## config.mk

```make
export PLATFORM = sky130hd
export DESIGN_NAME = pws_timer_top
export DESIGN_NICKNAME = d
export VERILOG_FILES = /design/src/logic/pws_timer_top.v /design/src/logic/pws_prescaler.v /design/src/logic/pws_irq_arb.v
export VERILOG_INCLUDE_DIRS = /design/src /design/src/logic
export SDC_FILE = /design/constraint.sdc
export NUM_CORES = 1
export LEC_CHECK = 0
export BUFFER_PORTS_ARGS = -buffer_cell sky130_fd_sc_hd__buf_2
export CORE_ASPECT_RATIO = 1.75
export CORE_MARGIN = 5
export CORE_UTILIZATION = 35
export DETAILED_ROUTE_END_ITERATION = 10
export GPL_TIMING_DRIVEN = 0
export PLACE_DENSITY_LB_ADDON = 0.25
export SYNTH_ARGS = -nofsm -noshare
export SYNTH_HDL_FRONTEND = slang
export SYNTH_HIERARCHICAL = 1
export SYNTH_SLANG_ARGS = --single-unit
```

## constraint.sdc

```tcl
create_clock -name clock -period 12.15 [get_ports clock]
set_input_delay 2.43 -clock clock [delete_from_list [all_inputs] [get_ports clock]]
set_output_delay 2.43 -clock clock [all_outputs]
set_load 0.05 [all_outputs]
```

## src/logic/pws_defs.vh

```
`ifndef PWS_DEFS_VH
`define PWS_DEFS_VH

// ----------------------------------------
// unit numbering and vectors
// ----------------------------------------
`define PWS_UNITS 4
`define PWS_FIRST_UNIT 4'h5
`define PWS_LAST_UNIT 4'h8

// ----------------------------------------
// word index inside one unit window
// ----------------------------------------
`define PWS_W_CTRL 2'h0
`define PWS_W_PERIOD 2'h1
`define PWS_W_WIDTH 2'h2
`define PWS_W_COUNT 2'h3

// ----------------------------------------
// control word field positions
// ----------------------------------------
`define PWS_F_FLAG 15
`define PWS_F_ARBLOW 14
`define PWS_F_LVL_HI 10
`define PWS_F_LVL_LO 8
`define PWS_F_LOAD 6
`define PWS_F_POL 5
`define PWS_F_PIN 4
`define PWS_F_EN 3
`define PWS_F_CLK_HI 2
`define PWS_F_CLK_LO 0

// ----------------------------------------
// reset values
// ----------------------------------------
`define PWS_RST_COUNT 16'h0001
`define PWS_RST_PERIOD 16'h0000
`define PWS_RST_WIDTH 16'h0000
`define PWS_RST_CLK 3'h0
`define PWS_RST_LVL 3'h0
`define PWS_RST_PRE 8'h00

// ----------------------------------------
// prescaler ratios
// ----------------------------------------
`define PWS_PRE_MAX_SEL 3'h7
`define PWS_PRE_FULL 8'hff

// ----------------------------------------
// timing counts
// ----------------------------------------
`define PWS_FULL_SPAN 17'h10000

`endif

```

## src/logic/pws_timer_top.v

```verilog
`timescale 1ns/1ps
`default_nettype none
`include "pws_defs.vh"

module pws_timer_top (
    // clock and reset
    input wire clock,
    input wire rst,
    // register access
    input wire regWrEn,
    input wire regWide,
    input wire regRdEn,
    input wire [5:0] regAddr,
    input wire [15:0] regWrData,
    input wire [15:0] regWrDataLow,
    output reg [15:0] regRdData,
    // prescaled base tick into the counter prescalers
    input wire pclk1Tick,
    // bus interface config
    input wire [2:0] biuArbBits,
    input wire [1:0] vectorHighBits,
    // interrupt arbitration
    input wire arbStart,
    input wire [2:0] arbLevel,
    output wire arbRespond,
    output wire [3:0] arbPriority,
    output wire [7:0] arbVector,
    output wire [6:0] irqLines,
    // output pins
    output reg [3:0] pwmPin
);

// ----------------------------------------
// per-unit state
// ----------------------------------------
reg [15:0] count_r [0:3];
reg [15:0] nextPeriod_r [0:3];
reg [15:0] nextWidth_r [0:3];
reg [15:0] activePeriod_r [0:3];
reg [15:0] activeWidth_r [0:3];
reg [2:0] clkSel_r [0:3];
reg [2:0] level_r [0:3];
reg [3:0] outFf_r;
reg [3:0] flag_r;
reg [3:0] enable_r;
reg [3:0] polarity_r;
reg [3:0] arbLow_r;

wire [3:0] tick;
wire [3:0] pending;
wire [11:0] levelBus;

// ----------------------------------------
// address decode
// ----------------------------------------
wire [3:0] unitNum = regAddr[5:2];
wire [1:0] wordSel = regAddr[1:0];
wire unitHit = (unitNum >= `PWS_FIRST_UNIT) && (unitNum <= `PWS_LAST_UNIT);
wire [1:0] unitIdx = unitNum[1:0] - 2'h1;

reg [3:0] wrCtrl;
reg [3:0] wrPeriod;
reg [3:0] wrWidth;
reg [3:0] loadNow;
reg [3:0] wrAny;
integer k;

always @* begin
    wrCtrl = 4'h0;
    wrPeriod = 4'h0;
    wrWidth = 4'h0;
    loadNow = 4'h0;
    wrAny = 4'h0;
    for (k = 0; k < 4; k = k + 1) begin
        if (regWrEn && unitHit && unitIdx == k[1:0]) begin
            if (regWide && wordSel == `PWS_W_PERIOD) begin
                wrPeriod[k] = 1'b1;
                wrWidth[k] = 1'b1;
            end else if (wordSel == `PWS_W_CTRL) begin
                wrCtrl[k] = 1'b1;
                loadNow[k] = regWrData[`PWS_F_LOAD];
            end else if (wordSel == `PWS_W_PERIOD) begin
                wrPeriod[k] = 1'b1;
            end else if (wordSel == `PWS_W_WIDTH) begin
                wrWidth[k] = 1'b1;
            end
            wrAny[k] = wrPeriod[k] || wrWidth[k];
        end
    end
end

// ----------------------------------------
// prescalers, one per unit
// ----------------------------------------
genvar g;
generate
    for (g = 0; g < 4; g = g + 1) begin : preGen
        pws_prescaler prescaler (
            .clock(clock),
            .rst(rst),
            .run(enable_r[g]),
            .pclk1Tick(pclk1Tick),
            .clkSel(clkSel_r[g]),
            .counterTick(tick[g])
        );
        assign pending[g] = flag_r[g] && (level_r[g] != 3'h0);
        assign levelBus[3*g +: 3] = level_r[g];
    end
endgenerate

// ----------------------------------------
// period and duty comparators
// ----------------------------------------
reg [3:0] periodMatch;
reg [3:0] zeroDuty;
reg [3:0] fullDuty;
reg [16:0] effPeriod;
integer m;

always @* begin
    periodMatch = 4'h0;
    zeroDuty = 4'h0;
    fullDuty = 4'h0;
    effPeriod = 17'h00000;
    for (m = 0; m < 4; m = m + 1) begin
        // period value zero stands for 65536 counter ticks
        effPeriod = (activePeriod_r[m] == 16'h0000) ? `PWS_FULL_SPAN :
            {1'b0, activePeriod_r[m]};
        periodMatch[m] = (count_r[m] == activePeriod_r[m]);
        zeroDuty[m] = (activeWidth_r[m] == 16'h0000);
        fullDuty[m] = ({1'b0, activeWidth_r[m]} >= effPeriod);
    end
end

// ----------------------------------------
// software-visible configuration
// ----------------------------------------
integer c;

always @(posedge clock) begin
    if (rst) begin
        for (c = 0; c < 4; c = c + 1) begin
            nextPeriod_r[c] <= `PWS_RST_PERIOD;
            nextWidth_r[c] <= `PWS_RST_WIDTH;
            clkSel_r[c] <= `PWS_RST_CLK;
            level_r[c] <= `PWS_RST_LVL;
        end
        enable_r <= 4'h0;
        polarity_r <= 4'h0;
        arbLow_r <= 4'h0;
    end else begin
        for (c = 0; c < 4; c = c + 1) begin
            // control word; reserved bits dropped
            if (wrCtrl[c]) begin
                enable_r[c] <= regWrData[`PWS_F_EN];
                polarity_r[c] <= regWrData[`PWS_F_POL];
                arbLow_r[c] <= regWrData[`PWS_F_ARBLOW];
                clkSel_r[c] <= regWrData[`PWS_F_CLK_HI:`PWS_F_CLK_LO];
                level_r[c] <= regWrData[`PWS_F_LVL_HI:`PWS_F_LVL_LO];
            end
            // next values, picked up at the period edge
            if (wrPeriod[c]) begin
                nextPeriod_r[c] <= regWrData;
            end
            if (wrWidth[c]) begin
                nextWidth_r[c] <= regWide ? regWrDataLow : regWrData;
            end
        end
    end
end

// ----------------------------------------
// period flag
// ----------------------------------------
integer f;

always @(posedge clock) begin
    if (rst) begin
        flag_r <= 4'h0;
    end else begin
        for (f = 0; f < 4; f = f + 1) begin
            // new period sets, writing zero clears, set wins
            // a disabled unit never sets, so a clear then sticks
            if (enable_r[f] && tick[f] && periodMatch[f]) begin
                flag_r[f] <= 1'b1;
            end else if (wrCtrl[f] && !regWrData[`PWS_F_FLAG]) begin
                flag_r[f] <= 1'b0;
            end
        end
    end
end

// ----------------------------------------
// counter and output flip-flop sequencer
// ----------------------------------------
integer i;

always @(posedge clock) begin
    if (rst) begin
        // counter rests at one out of reset
        for (i = 0; i < 4; i = i + 1) begin
            count_r[i] <= `PWS_RST_COUNT;
            activePeriod_r[i] <= `PWS_RST_PERIOD;
            activeWidth_r[i] <= `PWS_RST_WIDTH;
        end
        outFf_r <= 4'h0;
    end else begin
        for (i = 0; i < 4; i = i + 1) begin
            if (!enable_r[i]) begin
                count_r[i] <= `PWS_RST_COUNT;
                outFf_r[i] <= 1'b0;
                if (loadNow[i]) begin
                    activePeriod_r[i] <= nextPeriod_r[i];
                    activeWidth_r[i] <= nextWidth_r[i];
                end
            end else if (tick[i] && periodMatch[i]) begin
                // counter runs regardless of duty
                count_r[i] <= `PWS_RST_COUNT;
                outFf_r[i] <= !zeroDuty[i];
                // a write at the period edge defers the transfer
                if (!wrAny[i] || loadNow[i]) begin
                    activePeriod_r[i] <= nextPeriod_r[i];
                    activeWidth_r[i] <= nextWidth_r[i];
                end
            end else begin
                if (tick[i]) begin
                    count_r[i] <= count_r[i] + 16'h0001;
                end
                if (tick[i] && count_r[i] == activeWidth_r[i] &&
                    !fullDuty[i]) begin
                    outFf_r[i] <= 1'b0;
                end else if (fullDuty[i]) begin
                    outFf_r[i] <= 1'b1;
                end else if (zeroDuty[i]) begin
                    outFf_r[i] <= 1'b0;
                end
                if (loadNow[i]) begin
                    activePeriod_r[i] <= nextPeriod_r[i];
                    activeWidth_r[i] <= nextWidth_r[i];
                end
            end
        end
    end
end

// ----------------------------------------
// pin drive
// ----------------------------------------
integer p;

always @(posedge clock) begin
    if (rst) begin
        pwmPin <= 4'h0;
    end else begin
        for (p = 0; p < 4; p = p + 1) begin
            if (!enable_r[p]) begin
                // idle pin is a plain output of the polarity bit
                pwmPin[p] <= polarity_r[p];
            end else begin
                // polarity one is active high
                pwmPin[p] <= outFf_r[p] ~^ polarity_r[p];
            end
        end
    end
end

// ----------------------------------------
// read path
// ----------------------------------------
reg [15:0] rdNxt;

always @* begin
    rdNxt = 16'h0000;
    if (!unitHit) begin
        rdNxt = 16'h0000;
    end else if (wordSel == `PWS_W_CTRL) begin
        rdNxt[`PWS_F_FLAG] = flag_r[unitIdx];
        rdNxt[`PWS_F_ARBLOW] = arbLow_r[unitIdx];
        rdNxt[`PWS_F_LVL_HI:`PWS_F_LVL_LO] = level_r[unitIdx];
        rdNxt[`PWS_F_POL] = polarity_r[unitIdx];
        rdNxt[`PWS_F_PIN] = pwmPin[unitIdx];
        rdNxt[`PWS_F_EN] = enable_r[unitIdx];
        rdNxt[`PWS_F_CLK_HI:`PWS_F_CLK_LO] = clkSel_r[unitIdx];
    end else if (wordSel == `PWS_W_PERIOD) begin
        rdNxt = nextPeriod_r[unitIdx];
    end else if (wordSel == `PWS_W_WIDTH) begin
        rdNxt = nextWidth_r[unitIdx];
    end else begin
        rdNxt = count_r[unitIdx];
    end
end

always @(posedge clock) begin
    if (rst) begin
        regRdData <= 16'h0000;
    end else if (regRdEn) begin
        regRdData <= rdNxt;
    end
end

// ----------------------------------------
// interrupt request and arbitration
// ----------------------------------------
pws_irq_arb arbiter (
    .clock(clock),
    .rst(rst),
    .pending(pending),
    .levels(levelBus),
    .arbLowBits(arbLow_r),
    .biuArbBits(biuArbBits),
    .vectorHighBits(vectorHighBits),
    .arbStart(arbStart),
    .arbLevel(arbLevel),
    .arbRespond(arbRespond),
    .arbPriority(arbPriority),
    .arbVector(arbVector),
    .irqLines(irqLines)
);

endmodule
`default_nettype wire

```

## src/logic/pws_prescaler.v

```verilog
`timescale 1ns/1ps
`default_nettype none
`include "pws_defs.vh"

module pws_prescaler (
    // clock and reset
    input wire clock,
    input wire rst,
    // control
    input wire run,
    input wire pclk1Tick,
    input wire [2:0] clkSel,
    // counter clock
    output wire counterTick
);

reg [7:0] preCount_r;
reg [7:0] mask;

// ----------------------------------------
// divide-by 1..64 and 256 of the base tick
// ----------------------------------------
always @* begin
    if (clkSel == `PWS_PRE_MAX_SEL) begin
        mask = `PWS_PRE_FULL;
    end else begin
        mask = (8'h01 << clkSel) - 8'h01;
    end
end

always @(posedge clock) begin
    if (rst || !run) begin
        preCount_r <= `PWS_RST_PRE;
    end else if (pclk1Tick) begin
        preCount_r <= preCount_r + 8'h01;
    end
end

assign counterTick = run && pclk1Tick && ((preCount_r & mask) == mask);

endmodule
`default_nettype wire

```

## src/logic/pws_irq_arb.v

```verilog
`timescale 1ns/1ps
`default_nettype none
`include "pws_defs.vh"

module pws_irq_arb (
    // clock and reset
    input wire clock,
    input wire rst,
    // unit requests
    input wire [3:0] pending,
    input wire [11:0] levels,
    input wire [3:0] arbLowBits,
    // bus interface config
    input wire [2:0] biuArbBits,
    input wire [1:0] vectorHighBits,
    // arbitration cycle
    input wire arbStart,
    input wire [2:0] arbLevel,
    output reg arbRespond,
    output reg [3:0] arbPriority,
    output reg [7:0] arbVector,
    // request lines, bit n is level n+1
    output reg [6:0] irqLines
);

reg [6:0] lineNxt;
reg [3:0] hit;
reg found;
reg [1:0] winner;
integer i;

// ----------------------------------------
// level decode and fixed priority pick
// ----------------------------------------
always @* begin
    lineNxt = 7'h00;
    hit = 4'h0;
    found = 1'b0;
    winner = 2'h0;
    for (i = 0; i < 4; i = i + 1) begin
        if (pending[i] && levels[3*i +: 3] != 3'h0) begin
            lineNxt[levels[3*i +: 3] - 3'h1] = 1'b1;
            hit[i] = (levels[3*i +: 3] == arbLevel);
        end
    end
    for (i = 3; i >= 0; i = i - 1) begin
        if (hit[i]) begin
            found = 1'b1;
            winner = i[1:0];
        end
    end
end

always @(posedge clock) begin
    if (rst) begin
        irqLines <= 7'h00;
        arbRespond <= 1'b0;
        arbPriority <= 4'h0;
        arbVector <= 8'h00;
    end else begin
        irqLines <= lineNxt;
        arbRespond <= arbStart && found;
        if (arbStart && found) begin
            arbPriority <= {arbLowBits[winner], biuArbBits};
            arbVector <= {vectorHighBits,
                2'h0, `PWS_FIRST_UNIT + {2'h0, winner}};
        end
    end
end

endmodule
`default_nettype wire

```

==> flow_summary.ini <==
[status]
outcome = finished, final reports clean

[min_path]
hold_path_depth = 2
hp-start = arbiter/arbVector[0]
holdPathEnd = arbiter/arbVector[0]
worstHoldPathType = reg -> reg

[timing]
max_slew_margin_pct = 20.63
fmax_ghz = 0.1786
hold_violations = 0
finClkSkew_ps = 31.31
tightest_slew_ps = 1188
min_period_over_period_pct = 46.09
setup_viol = 0
grt_setup_unrepaired = no
final.setup.tns_ps = 0
hold_slack_ps = 466.9
fin_crit_ps = 5600
drv_slew = 0

[setup_path]
rr_endpoint = activePeriod_r[2][3]
critPathLaunch = regAddr[2]
critical_path_required_ps = 12580
r2r-start = clkSel_r[2][0]
r2r.worst_path.cells = 10
arrival_ps = 6030
path_class = in -> reg
worst_setup_path_end_kind = register
reg2reg_slack_ps = 7720
cp_max_fo = 10
cp-start-kind = input port

[logic_synthesis]
synth.distinct_cells = 79
synth_edf_count = 344
yosysSeqAreaShare_pct = 49.45
synth-seq-cells = 434
ys.flop_type = edfxtp_1
synth_cells = 2161
netlist_area_um2 = 24530
avgSynthCellArea_um2 = 11.35
synth_async_sr_flop_share_pct = 0
yosysWarningCount = 6

[power]
ir_worst_vdd_mv = 0.09731
total_power_mw = 3.349
p_per_area_nw_per_um2 = 120.9
p_leak_nw = 10.29

[cts]
hold_buffers = 0
path_clk_slew_ps = 70
clockBufferDepth = 3
cts_tree = built
clock_latency_ps = 590
cts_setup_buffers = 0
cts_root_buf = clkbuf_16
cts_max_level = 2
cts_buffers = 44
cts_resized = 0
clock-sinks = 434

[layout]
most-common-layout-cells = edfxtp_1, and2_1, nor2_1, buf_2
areaGrowthSynthToFinish_pct = 12.94
nets = 2447
final_layout_size_suffix_gt1_share_pct = 15.53
mostFrequentLayoutCell = edfxtp_1
final_area_um2 = 27710

[drt]
drtIter0Drc = 1180
detail-route-antenna-nets = 0
first_pass_iters = 6
drc = 0
vias = 17699
finalWirelength_mm = 90.54
post_drt_via_cell_ratio = 5.444
wl_per_cell_um = 27.85

[die]
die_x_um = 210.1
rows = 128
die_area_um2 = 75690
initial_utilization_pct = 35.29
io_pins = 93
core-area_um2 = 69510
fp.dieH_um = 360.2

[grt]
grt_overflow = 0
grt_max_degree = 25
grt_antenna_before_repair = 4
first_global_vias = 18167
grt_pass1_wl_mm = 127.9
gr-usage-all-layers_pct = 23.47

[place]
dpl_cell_area_um2 = 26280
gp_congestion = 0.9771
dp_hpwl_mm = 73.60
numPortBuffers = 87

[flow_run]
max_cap_violations = 0
[registers in the layout, summed over array words and instances, names as in the netlist, 6 cells and up]
register,cells
regRdData,16
nextPeriod_r,64
level_r,12
activePeriod_r,64
clkSel_r,12
activeWidth_r,64
count_r,64
preGen.prescaler/preCount_r,32
nextWidth_r,64
arbiter/irqLines,7
arbiter/arbVector,6
[critical path, stage by stage]
cell and delay [ps]:
buf_2 120, clkbuf_1 280, buf_2 400, inv_1 160, ha_1 330, clkbuf_1 240, buf_2 330, buf_2 440
mux4_2 480, mux4_2 550, a21oi_1 180, nor2_1 60
[logic make-up after synthesis]
group           after synthesis  synth area share (%)
other cells                   1               0.01529
mux                         108                 8.008
flops                       434                 49.45
xor+xnor                    209                 7.554
buf+inv                     226                 4.279
fa+ha+maj                    91                 4.641
compound gates              251                 7.217
simple gates                841                 18.83
[synth_stat cells, drive strengths merged, types with 7 or more instances]
cell type | number | area, um^2
nor3b | 8 | 60.06
o21a | 7 | 52.55
nand3 | 56 | 285.3
a22oi | 7 | 52.55
nand2b | 20 | 135.1
inv | 103 | 386.6
nor2 | 210 | 788.3
a31oi | 9 | 56.30
or3 | 24 | 175.2
o21ai | 46 | 241.5
a211oi | 8 | 80.08
buf | 66 | 449.2
xor2 | 103 | 902.1
nand2 | 86 | 322.8
nor4 | 49 | 367.9
dfxtp | 90 | 1802
edfxtp | 344 | 10330
mux2i | 32 | 320.3
ha | 91 | 1139
nand4 | 54 | 344.1
nor3 | 19 | 95.09
a21oi | 104 | 565.5
mux4 | 70 | 1577
and2 | 228 | 1426
nor2b | 35 | 219.0
clkbuf | 57 | 214.0
and3 | 24 | 150.1
xnor2 | 106 | 950.9
and4 | 8 | 72.57
a21o | 12 | 90.09
o21bai | 9 | 67.56
[per-stage QoR]
| step | std cells | setup WS (ps) | util, % |
|---|---|---|---|
| 6_report | 3251 | 6550 | 39.86 |
| 5_1_grt | 3247 | 6377 | 39.85 |
| 4_1_cts | 3247 | 6644 | 39.85 |
| 3_5_place_dp | 3167 | 6045 | 37.82 |
| 3_3_place_gp | 3159 | 3825 | 37.56 |
| 2_1_floorplan | 2162 | 5498 | - |
[layout make-up]
class	instances	area [um^2]
clock buffers	55	1195
flip-flops and latches	434	12130
repair buffers	95	580.6
inverters	103	386.6
diodes	4	10.01
plain buffers	123	663.1
well taps	910	1139
fillers	6798	41800
clock inverters	25	216.5
multi-input cells	1502	11380
[routing by layer]
layer / wire [um] / global-route usage (%) / vias up / share of wire, %
met5: 13 / 0 / - / 0.014
met3: 3803 / 2.625 / 261 / 4.2
li1: - / - / 8033 / -
met1: 29760 / 23.38 / 8749 / 33
met2: 46340 / 42.21 / 654 / 51
met4: 10620 / 21.24 / 2 / 12
[report_power, final]
| part | total (mW) | switching [mW] | leakage, nW | internal [mW] |
|---|---|---|---|---|
| clock | 1.37 | 0.617 | 0.684 | 0.749 |
| sequential | 1.71 | 0.0682 | 4.32 | 1.64 |
| combinational | 0.275 | 0.168 | 5.29 | 0.107 |
| total | 3.35 | 0.853 | 10.3 | 2.50 |
[worst max-delay path by stage]
stage	end	slack (ps)	depth (start not counted)
2_1_floorplan	activePeriod_r[0][0]	5500	10
3_3_place_gp	activePeriod_r[0][6]	3820	11
3_5_place_dp	regRdData[9]	6050	12
4_1_cts	regRdData[9]	6640	12
5_1_grt	regRdData[9]	6380	12
6_report	regRdData[9]	6550	12
Power figures use the tool's default switching activity.
